<file path="src/qsd_pkg.sv">
/*
 * Constants, register map and state codes of the qualified sync and
 * dynamic digital delay block.
 * Assumes one clock, aclk, that is the clock distribution path clock.
 */
`default_nettype none

package qsd_pkg;

	localparam int GROUPS = 3;

	// --------------------------------------------------------------
	// Register map
	// --------------------------------------------------------------
	localparam logic [7:0] OFS_CTRL = 8'h00;
	localparam logic [7:0] OFS_GROUP0 = 8'h04;
	localparam logic [7:0] OFS_GROUP1 = 8'h08;
	localparam logic [7:0] OFS_GROUP2 = 8'h0C;
	localparam logic [7:0] OFS_STATUS = 8'h10;

	localparam int CTRL_QUALIFY = 0;
	localparam int CTRL_POL_INV = 1;
	localparam int CTRL_AUTO = 2;
	localparam int CTRL_FB_EN = 3;
	localparam int CTRL_FB_SEL = 4;
	localparam int CTRL_PD45 = 6;
	localparam int CTRL_SYNC_EN = 7;
	localparam logic [31:0] CTRL_RESET = 32'h0000_0080;

	localparam int GRP_DIV = 0;
	localparam int GRP_DLY = 8;
	localparam int GRP_HS = 16;
	localparam int GRP_EXEMPT = 17;
	localparam logic [31:0] GROUP_RESET = 32'h0000_0502;

	localparam logic [1:0] RESP_OKAY = 2'h0;
	localparam logic [1:0] RESP_SLVERR = 2'h2;

	// --------------------------------------------------------------
	// Timing in distribution path cycles
	// --------------------------------------------------------------
	localparam logic [9:0] PULSE_START = 10'h003;
	localparam logic [9:0] PULSE_WIDTH = 10'h003;
	localparam logic [9:0] FORCE_LOW = 10'h005;
	localparam logic [9:0] RISE_BASE = 10'h005;

	typedef enum logic [3:0] {
		ST_IDLE = 4'h1,
		ST_WAIT1 = 4'h2,
		ST_WAIT2 = 4'h4,
		ST_SEQ = 4'h8
	} qsd_state_t;

endpackage : qsd_pkg

`default_nettype wire

</file>
<file path="src/qsd_top.sv">
/*
 * Qualified sync engine with three output divider groups, behind an
 * AXI4-Lite register slave.
 * Assumes aclk is the distribution path clock and sync_in is synchronous.
 */
`timescale 1ns/1ps
`default_nettype none

module qsd_top (
	input wire logic aclk,
	input wire logic aresetn,
	input wire logic [7:0] s_axi_awaddr,
	input wire logic s_axi_awvalid,
	output logic s_axi_awready,
	input wire logic [31:0] s_axi_wdata,
	input wire logic [3:0] s_axi_wstrb,
	input wire logic s_axi_wvalid,
	output logic s_axi_wready,
	output logic [1:0] s_axi_bresp,
	output logic s_axi_bvalid,
	input wire logic s_axi_bready,
	input wire logic [7:0] s_axi_araddr,
	input wire logic s_axi_arvalid,
	output logic s_axi_arready,
	output logic [31:0] s_axi_rdata,
	output logic [1:0] s_axi_rresp,
	output logic s_axi_rvalid,
	input wire logic s_axi_rready,
	input wire logic sync_in,
	output logic [2:0] group_clk,
	output logic [2:0] group_half_step,
	output logic one_shot
);

	// --------------------------------------------------------------
	// Helpers
	// --------------------------------------------------------------
	function automatic logic [31:0] merge(input logic [31:0] old, input logic [31:0] nw,
			input logic [3:0] strb);
		logic [31:0] r;
		r = old;
		for (int b = 0; b < 4; b++) begin
			if (strb[b]) begin
				r[8*b +: 8] = nw[8*b +: 8];
			end
		end
		return r;
	endfunction : merge

	function automatic logic div_high(input logic [7:0] cnt, input logic [7:0] div);
		logic [8:0] half;
		half = ({1'b0, div} + 9'h001) >> 1;
		return (div < 8'h02) || ({1'b0, cnt} < half);
	endfunction : div_high

	// --------------------------------------------------------------
	// Register bus
	// --------------------------------------------------------------
	logic aw_have_q;
	logic w_have_q;
	logic [7:0] aw_addr_q;
	logic [31:0] w_data_q;
	logic [3:0] w_strb_q;
	logic bvalid_q;
	logic [1:0] bresp_q;
	logic rvalid_q;
	logic [31:0] rdata_q;
	logic [1:0] rresp_q;
	logic [31:0] ctrl_q;
	logic [2:0][31:0] grp_q;

	wire do_write = aw_have_q && w_have_q && !bvalid_q;
	wire wr_ctrl = do_write && (aw_addr_q == qsd_pkg::OFS_CTRL);
	wire wr_g0 = do_write && (aw_addr_q == qsd_pkg::OFS_GROUP0);
	wire wr_g1 = do_write && (aw_addr_q == qsd_pkg::OFS_GROUP1);
	wire wr_g2 = do_write && (aw_addr_q == qsd_pkg::OFS_GROUP2);
	wire [2:0] wr_grp = {wr_g2, wr_g1, wr_g0};
	wire wr_hit = wr_ctrl || (|wr_grp);
	wire wr_status = do_write && (aw_addr_q == qsd_pkg::OFS_STATUS);

	assign s_axi_awready = !aw_have_q;
	assign s_axi_wready = !w_have_q;
	assign s_axi_bvalid = bvalid_q;
	assign s_axi_bresp = bresp_q;
	assign s_axi_arready = !rvalid_q;
	assign s_axi_rvalid = rvalid_q;
	assign s_axi_rdata = rdata_q;
	assign s_axi_rresp = rresp_q;

	always_ff @(posedge aclk) begin
		if (!aresetn) begin
			aw_have_q <= 1'b0;
			w_have_q <= 1'b0;
			aw_addr_q <= 8'h00;
			w_data_q <= 32'h0000_0000;
			w_strb_q <= 4'h0;
		end else begin
			if (s_axi_awvalid && !aw_have_q) begin
				aw_have_q <= 1'b1;
				aw_addr_q <= s_axi_awaddr;
			end else if (do_write) begin
				aw_have_q <= 1'b0;
			end
			if (s_axi_wvalid && !w_have_q) begin
				w_have_q <= 1'b1;
				w_data_q <= s_axi_wdata;
				w_strb_q <= s_axi_wstrb;
			end else if (do_write) begin
				w_have_q <= 1'b0;
			end
		end
	end

	always_ff @(posedge aclk) begin
		if (!aresetn) begin
			bvalid_q <= 1'b0;
			bresp_q <= qsd_pkg::RESP_OKAY;
		end else if (do_write) begin
			bvalid_q <= 1'b1;
			bresp_q <= (wr_hit || wr_status) ? qsd_pkg::RESP_OKAY : qsd_pkg::RESP_SLVERR;
		end else if (s_axi_bready) begin
			bvalid_q <= 1'b0;
		end
	end

	// Writes to a group register stage the delay count, while divider and half-step act at once;
	// the live count is copied at the start of a sync sequence.
	always_ff @(posedge aclk) begin
		if (!aresetn) begin
			ctrl_q <= qsd_pkg::CTRL_RESET;
			grp_q <= {3{qsd_pkg::GROUP_RESET}};
		end else begin
			if (wr_ctrl) begin
				ctrl_q <= merge(ctrl_q, w_data_q, w_strb_q);
			end
			for (int g = 0; g < qsd_pkg::GROUPS; g++) begin
				if (wr_grp[g]) begin
					grp_q[g] <= merge(grp_q[g], w_data_q, w_strb_q);
				end
			end
		end
	end

	// --------------------------------------------------------------
	// Control fields
	// --------------------------------------------------------------
	wire qual_en = ctrl_q[qsd_pkg::CTRL_QUALIFY] && ctrl_q[qsd_pkg::CTRL_FB_EN]
		&& !ctrl_q[qsd_pkg::CTRL_PD45];
	wire pol_inv = ctrl_q[qsd_pkg::CTRL_POL_INV];
	wire auto_en = ctrl_q[qsd_pkg::CTRL_AUTO];
	wire sync_en = ctrl_q[qsd_pkg::CTRL_SYNC_EN];
	wire [1:0] fb_sel = ctrl_q[qsd_pkg::CTRL_FB_SEL +: 2];

	logic [2:0] exempt;
	logic [2:0][7:0] div_val;
	logic [2:0][7:0] dly_new;
	always_comb begin
		for (int g = 0; g < qsd_pkg::GROUPS; g++) begin
			exempt[g] = grp_q[g][qsd_pkg::GRP_EXEMPT];
			div_val[g] = grp_q[g][qsd_pkg::GRP_DIV +: 8];
			dly_new[g] = grp_q[g][qsd_pkg::GRP_DLY +: 8];
			group_half_step[g] = grp_q[g][qsd_pkg::GRP_HS];
		end
	end

	// --------------------------------------------------------------
	// Sync request and qualification
	// --------------------------------------------------------------
	qsd_pkg::qsd_state_t st_q;
	qsd_pkg::qsd_state_t st_d;
	logic lvl_q;
	logic pend_q;
	logic qual_prev_q;
	logic [9:0] tmr_q;
	logic [2:0] part_q;
	logic [2:0] hold_q;
	logic [2:0][7:0] dly_act_q;
	logic [2:0][7:0] cnt_q;
	logic [2:0] grp_clk_q;

	wire lvl = sync_in ^ pol_inv;
	wire pin_edge = lvl && !lvl_q;
	wire auto_req = auto_en && (|wr_grp);
	wire take = (st_q == qsd_pkg::ST_IDLE) && pend_q && sync_en;
	wire qual_clk = (fb_sel == 2'h0) ? grp_clk_q[0] : (fb_sel == 2'h1) ? grp_clk_q[1]
		: grp_clk_q[2];
	wire qfall = qual_prev_q && !qual_clk;
	wire enter_seq = (st_q != qsd_pkg::ST_SEQ) && (st_d == qsd_pkg::ST_SEQ);
	wire seq_done = (tmr_q > qsd_pkg::PULSE_START + qsd_pkg::FORCE_LOW) && (hold_q == 3'h0);

	assign one_shot = (st_q == qsd_pkg::ST_SEQ) && (tmr_q >= qsd_pkg::PULSE_START)
		&& (tmr_q < qsd_pkg::PULSE_START + qsd_pkg::PULSE_WIDTH);

	always_comb begin
		st_d = st_q;
		case (st_q)
			qsd_pkg::ST_IDLE: begin
				if (take) begin
					st_d = qual_en ? qsd_pkg::ST_WAIT1 : qsd_pkg::ST_SEQ;
				end
			end
			qsd_pkg::ST_WAIT1: begin
				if (qfall) begin
					st_d = qsd_pkg::ST_WAIT2;
				end
			end
			qsd_pkg::ST_WAIT2: begin
				if (qfall) begin
					st_d = qsd_pkg::ST_SEQ;
				end
			end
			qsd_pkg::ST_SEQ: begin
				if (seq_done) begin
					st_d = qsd_pkg::ST_IDLE;
				end
			end
			default: st_d = qsd_pkg::ST_IDLE;
		endcase
	end

	// A request that lands while a sequence runs is kept and served next.
	always_ff @(posedge aclk) begin
		if (!aresetn) begin
			st_q <= qsd_pkg::ST_IDLE;
			lvl_q <= 1'b0;
			pend_q <= 1'b0;
			qual_prev_q <= 1'b0;
			tmr_q <= 10'h000;
		end else begin
			st_q <= st_d;
			lvl_q <= lvl;
			pend_q <= pin_edge || auto_req || (pend_q && !take);
			qual_prev_q <= qual_clk;
			tmr_q <= enter_seq ? 10'h000 : (tmr_q + 10'h001);
		end
	end

	// --------------------------------------------------------------
	// Output groups
	// --------------------------------------------------------------
	logic [2:0] hold_d;
	logic [2:0][7:0] cnt_d;
	logic [2:0] force_now;
	logic [2:0] release_now;
	always_comb begin
		for (int g = 0; g < qsd_pkg::GROUPS; g++) begin
			force_now[g] = (st_q == qsd_pkg::ST_SEQ) && part_q[g]
				&& (tmr_q == qsd_pkg::PULSE_START + qsd_pkg::FORCE_LOW - 10'h001);
			release_now[g] = (st_q == qsd_pkg::ST_SEQ) && hold_q[g] && (tmr_q ==
				qsd_pkg::PULSE_START + qsd_pkg::PULSE_WIDTH + qsd_pkg::RISE_BASE
				+ {2'h0, dly_act_q[g]} - 10'h001);
			hold_d[g] = force_now[g] || (hold_q[g] && !release_now[g]);
			// A released group restarts at zero so that it rises on its release edge.
			if (hold_d[g] || hold_q[g] || cnt_q[g] + 8'h01 >= div_val[g]) begin
				cnt_d[g] = 8'h00;
			end else begin
				cnt_d[g] = cnt_q[g] + 8'h01;
			end
		end
	end

	// Exempt groups never enter the hold, so they keep toggling.
	always_ff @(posedge aclk) begin
		if (!aresetn) begin
			part_q <= 3'h0;
			hold_q <= 3'h0;
			dly_act_q <= {3{qsd_pkg::GROUP_RESET[qsd_pkg::GRP_DLY +: 8]}};
			cnt_q <= {3{8'h00}};
			grp_clk_q <= 3'h0;
		end else begin
			if (enter_seq) begin
				part_q <= ~exempt;
				dly_act_q <= dly_new;
			end
			hold_q <= hold_d;
			cnt_q <= cnt_d;
			for (int g = 0; g < qsd_pkg::GROUPS; g++) begin
				grp_clk_q[g] <= !hold_d[g] && div_high(cnt_d[g], div_val[g]);
			end
		end
	end

	assign group_clk = grp_clk_q;

	// --------------------------------------------------------------
	// Read path
	// --------------------------------------------------------------
	wire [31:0] status = {24'h000000, 1'b0, hold_q, st_q};
	wire rd_hit = (s_axi_araddr == qsd_pkg::OFS_CTRL) || (s_axi_araddr == qsd_pkg::OFS_STATUS)
		|| (s_axi_araddr == qsd_pkg::OFS_GROUP0) || (s_axi_araddr == qsd_pkg::OFS_GROUP1)
		|| (s_axi_araddr == qsd_pkg::OFS_GROUP2);
	wire [31:0] rd_val = (s_axi_araddr == qsd_pkg::OFS_CTRL) ? ctrl_q
		: (s_axi_araddr == qsd_pkg::OFS_GROUP0) ? grp_q[0]
		: (s_axi_araddr == qsd_pkg::OFS_GROUP1) ? grp_q[1]
		: (s_axi_araddr == qsd_pkg::OFS_GROUP2) ? grp_q[2]
		: (s_axi_araddr == qsd_pkg::OFS_STATUS) ? status : 32'h0000_0000;

	always_ff @(posedge aclk) begin
		if (!aresetn) begin
			rvalid_q <= 1'b0;
			rdata_q <= 32'h0000_0000;
			rresp_q <= qsd_pkg::RESP_OKAY;
		end else if (s_axi_arvalid && !rvalid_q) begin
			rvalid_q <= 1'b1;
			rdata_q <= rd_val;
			rresp_q <= rd_hit ? qsd_pkg::RESP_OKAY : qsd_pkg::RESP_SLVERR;
		end else if (s_axi_rready) begin
			rvalid_q <= 1'b0;
		end
	end

	for (genvar g = 0; g < 3; g++) begin : g_rel

	end
endmodule : qsd_top

`default_nettype wire

</file>
<file path="config.mk">
export PLATFORM = sky130hd
export DESIGN_NAME = qsd_top
export DESIGN_NICKNAME = d
export VERILOG_FILES = /design/src/qsd_pkg.sv /design/src/qsd_top.sv
export SDC_FILE = /design/constraint.sdc
export NUM_CORES = 1
export LEC_CHECK = 0
export ABC_AREA = 1
export BUFFER_PORTS_ARGS = -buffer_cell sky130_fd_sc_hd__buf_2
export CAP_MARGIN = 20
export CORE_ASPECT_RATIO = 0.6
export CORE_UTILIZATION = 45
export DETAILED_ROUTE_END_ITERATION = 10
export HOLD_SLACK_MARGIN = 0.02
export PLACE_DENSITY = 0.66
export SLEW_MARGIN = 20
export SYNTH_ARGS = -nofsm -noshare
export SYNTH_HDL_FRONTEND = slang
export SYNTH_SLANG_ARGS = --single-unit
</file>
<file path="constraint.sdc">
create_clock -name aclk -period 5 [get_ports aclk]
set_clock_uncertainty 0.05 [all_clocks]
set_input_delay 0.5 -clock aclk [delete_from_list [all_inputs] [get_ports aclk]]
set_output_delay 0.5 -clock aclk [all_outputs]
set_load 0.05 [all_outputs]
</file>
==> summary.md <==
| Metric | Value |
|---|---|
| Pre-antenna DRT Iters | 8 |
| Synth Instances | 1797 |
| VDD IR-drop max | 0.2524 mV |
| Post-CTS resize count | 0 |
| Postcts setup bufs | 0 |
| Final setup violation count | 0 |
| Fillers | 2896 |
| Most common cell in the netlist | dfxtp_1 |
| Final wirelength | 37260 µm |
| Synth cell types | 44 |
| CP Cell Sequence | nand3_1 -> nand3b_1 -> nand3b_1 -> xor2_1 -> inv_1 -> ha_1 -> a211o_1 -> nor2_1 -> nand2_1 -> nor2_1 -> ha_1 -> a21oi_1 -> nor2_1 -> a211oi_1 -> nand2_1 -> a21oi_1 |
| Share of cells above drive strength 1 | 9.420% |
| Starting density of the core | 46.04% |
| CTS HTree Levels | 1 |
| Final period util | 69.67% |
| # IOs | 108 |
| Slew headroom | 35.58% |
| Synth cell count leaders | dfxtp_1, inv_1, o21ai_0 |
| Die height | 135.3 µm |
| CTS clock-pin slew for the worst setup and hold paths | 60 ps |
| Synth area leader | dfxtp_1 |
| Die Area | 30330 µm² |
| Worst reg2reg endpoint | group_clk[0] |
| Gp weighted congestion | 0.9263 |
| CTS Sinks | 284 |
| Synth top area share | 42.66% |
| Final nets | 1975 |
| Yosys reg bits | 284 |
| Drc violations | 0 |
| Syn Area/Cell | 7.417 µm² |
| Via count | 12030 |
| Hold-fix buffers at CTS | 0 |
| Final hold vios | 0 |
| Worst-case clock buffer depth | 3 |
| CTS Buf Count | 27 |
| Crit end category | flip-flop |
| Synthesized cell area | 13330 µm² |
| Clk_lat worst skew | 570 ps |
| Critical path's most frequent cell | nor2_1 |
| Die Span X | 224.2 µm |
| IO buf count | 105 |
| First-pass GRT wire length | 58960 µm |
| Pin count of the biggest net entering global routing | 111 |
| Leakage | 6.257 nW |
| Area of the multi-input gates | 6327 µm² |
| Reg area | 5685 µm² |
| Final TNS setup | 0 ps |
| Slew @ Worst Pin | 966.4 ps |
| Worst setup startpoint | cnt_q[0] |
| Warnings from Yosys | 0 |
| R2R depth | 16 |
| Max Slew Vio Count | 0 |
| Mux cell area share after synthesis | 0% |
| Req. time, crit path | 5450 ps |
| FF-to-FF Start | cnt_q[0] |
| Kind of critical path | flip-flop to flip-flop |
| F_max | 287.1 MHz |
| Post-synthesis xor/xnor area fraction | 4.337% |
| Number of global-route vias before repair | 10800 |
| Worst Hold Class | input port to flip-flop |
| EDFF count, synth | 0 |
| DR vias/cell | 5.280 |
| PD cells | 376.4 nW/µm² |
| CP arrival | 3930 ps |
| Top post-synthesis cells by area | dfxtp_1, o21ai_0, a21oi_1, inv_1, nand2_1 |
| Hold Crit Start | s_axi_wdata[21] |
| Max FO, Critical Path | 14 |
| CP startpoint kind | flip-flop |
| Hold Path Sink | w_data_q[21] |
| Max Cap Violations | 0 |
| Initial antenna violation count | 0 |
| ANT cells | 0 |
| Ys async rst share | 0% |
| Synth Area in Simple Gates | 17.36% |
| Combinational family with the most area after synthesis | compound AO/OA/AOI/OAI gates |
| Seq/Total Area, Yosys | 42.66% |
| Routed Antenna Nets | 0 |
| Drt wl/cell | 16.35 µm |
| Design Power | 5.647 mW |
| Compound-Gate Fraction of Synth Area | 20.45% |
| Hold Crit Depth | 3 |
| DP HPWL | 26030 µm |
| Core area | 28950 µm² |
| Root Buffer | clkbuf_16 |
| Row count | 48 |
| GRT Total Usage | 24.51% |
| CTS tree | yes |
| P&R area growth vs syn | 12.55% |
| Slowest CP cell | dfxtp_1 |
| DRT iter0 DRCs | 895 |
| Ys flop type | dfxtp_1 |
| Max incr delay on CP | 390 ps |
| Post-Synth Adder-Cell Area | 5.257% |
| Period minus WS final | 3484 ps |
| RSZ-0062 raised after global routing | false |
| Status | finished, final reports clean |
| Reg2reg setup slack | 1520 ps |
| Gr ovfl total | 0 |
-- area by class of cell --
cell class	instances	area share, %
tap	400	3.336
clock buffer	36	5.130
sequential	284	37.90
clock inverter	13	1.051
inverter	251	6.281
timing repair buffer	117	4.120
multi-input combinational	1178	42.18
-- report_power, final --
part	total (mW)	switching (mW)	internal [mW]
clock	2.17	0.929	1.24
sequential	2.49	0.113	2.37
combinational	0.990	0.680	0.310
-- worst max-delay path: cells and delay by family (launching register included) --
family | cells | cell delay [ps]
buf+inv | 1 | 90
simple gates | 8 | 1280
xor+xnor | 1 | 260
compound gates | 4 | 750
fa+ha+maj | 2 | 560
flops | 1 | 390
-- stage by stage --
step                hold WS [ps]  instance area (µm²)  util, %  std cells  setup slack (ps)
floorplan                  355.7                13330        -       1798              1300
global placement           381.4                14070    48.62       2230              1715
detailed placement         386.9                14070    48.62       2230              1571
CTS                        88.13                15000    51.82       2279              1547
global route               96.54                15000    51.82       2279              1257
finish                     103.5                15000    51.82       2279              1516
-- worst max-delay path by stage --
stage                     depth (start not counted)  slack, ps           end
final                                            16       1520  group_clk[0]
after global routing                             16       1260  group_clk[0]
after CTS                                        16       1550  group_clk[0]
after detailed placement                         16       1570  group_clk[0]
after global placement                           16       1720  group_clk[0]
after floorplan                                   6       1300      one_shot
-- flip-flops by register name (all words and copies together), names as in the netlist, 3 cells and up --
signal,cells
aw_addr_q,8
cnt_q,24
ctrl_q,32
div_val,24
dly_act_q,24
dly_new,24
exempt,3
group_clk,3
group_half_step,3
grp_q,42
hold_q,3
part_q,3
s_axi_rdata,32
st_q,4
tmr_q,10
w_data_q,32
w_strb_q,4
-- logic make-up (layout without fill, tap and decap cells) --
logic type	Yosys count	after routing
flip-flops	284	284
XOR/XNOR	66	66
AND/OR/NAND/NOR	542	542
buffers and inverters	336	417
adder cells (fa/ha/maj)	56	56
other	1	2
AO/OA/AOI/OAI	512	512
-- cells in the final DEF, fill, tap and decap left out, types with 12 or more instances in the layout --
| cell type | synthesis | final |
|---|---|---|
| dfxtp_1 | 284 | 284 |
| inv_1 | 243 | 243 |
| o21ai_0 | 231 | 231 |
| nand2_1 | 220 | 220 |
| a21oi_1 | 217 | 217 |
| nor2_1 | 187 | 186 |
| buf_2 | 15 | 104 |
| ha_1 | 56 | 56 |
| xor2_1 | 54 | 54 |
| nand3_1 | 46 | 46 |
| nor3_1 | 43 | 43 |
| clkbuf_16 | 0 | 27 |
| nand4_1 | 18 | 18 |
| buf_4 | 7 | 13 |
| xnor2_1 | 12 | 12 |
| o211ai_1 | 12 | 12 |
-- per-layer routing --
| metal | wire length (µm) | GRT usage, % | vias up | share of wire (%) |
|---|---|---|---|---|
| met5 | 0 | 0 | - | 0 |
| met3 | 2595 | 4.316 | 45 | 7.0 |
| met4 | 598 | 4.460 | 0 | 1.6 |
| met2 | 14860 | 34.59 | 341 | 40 |
| li1 | - | - | 6065 | - |
| met1 | 19200 | 38.46 | 5583 | 52 |
No activity file was read; power rests on OpenSTA's default activity.
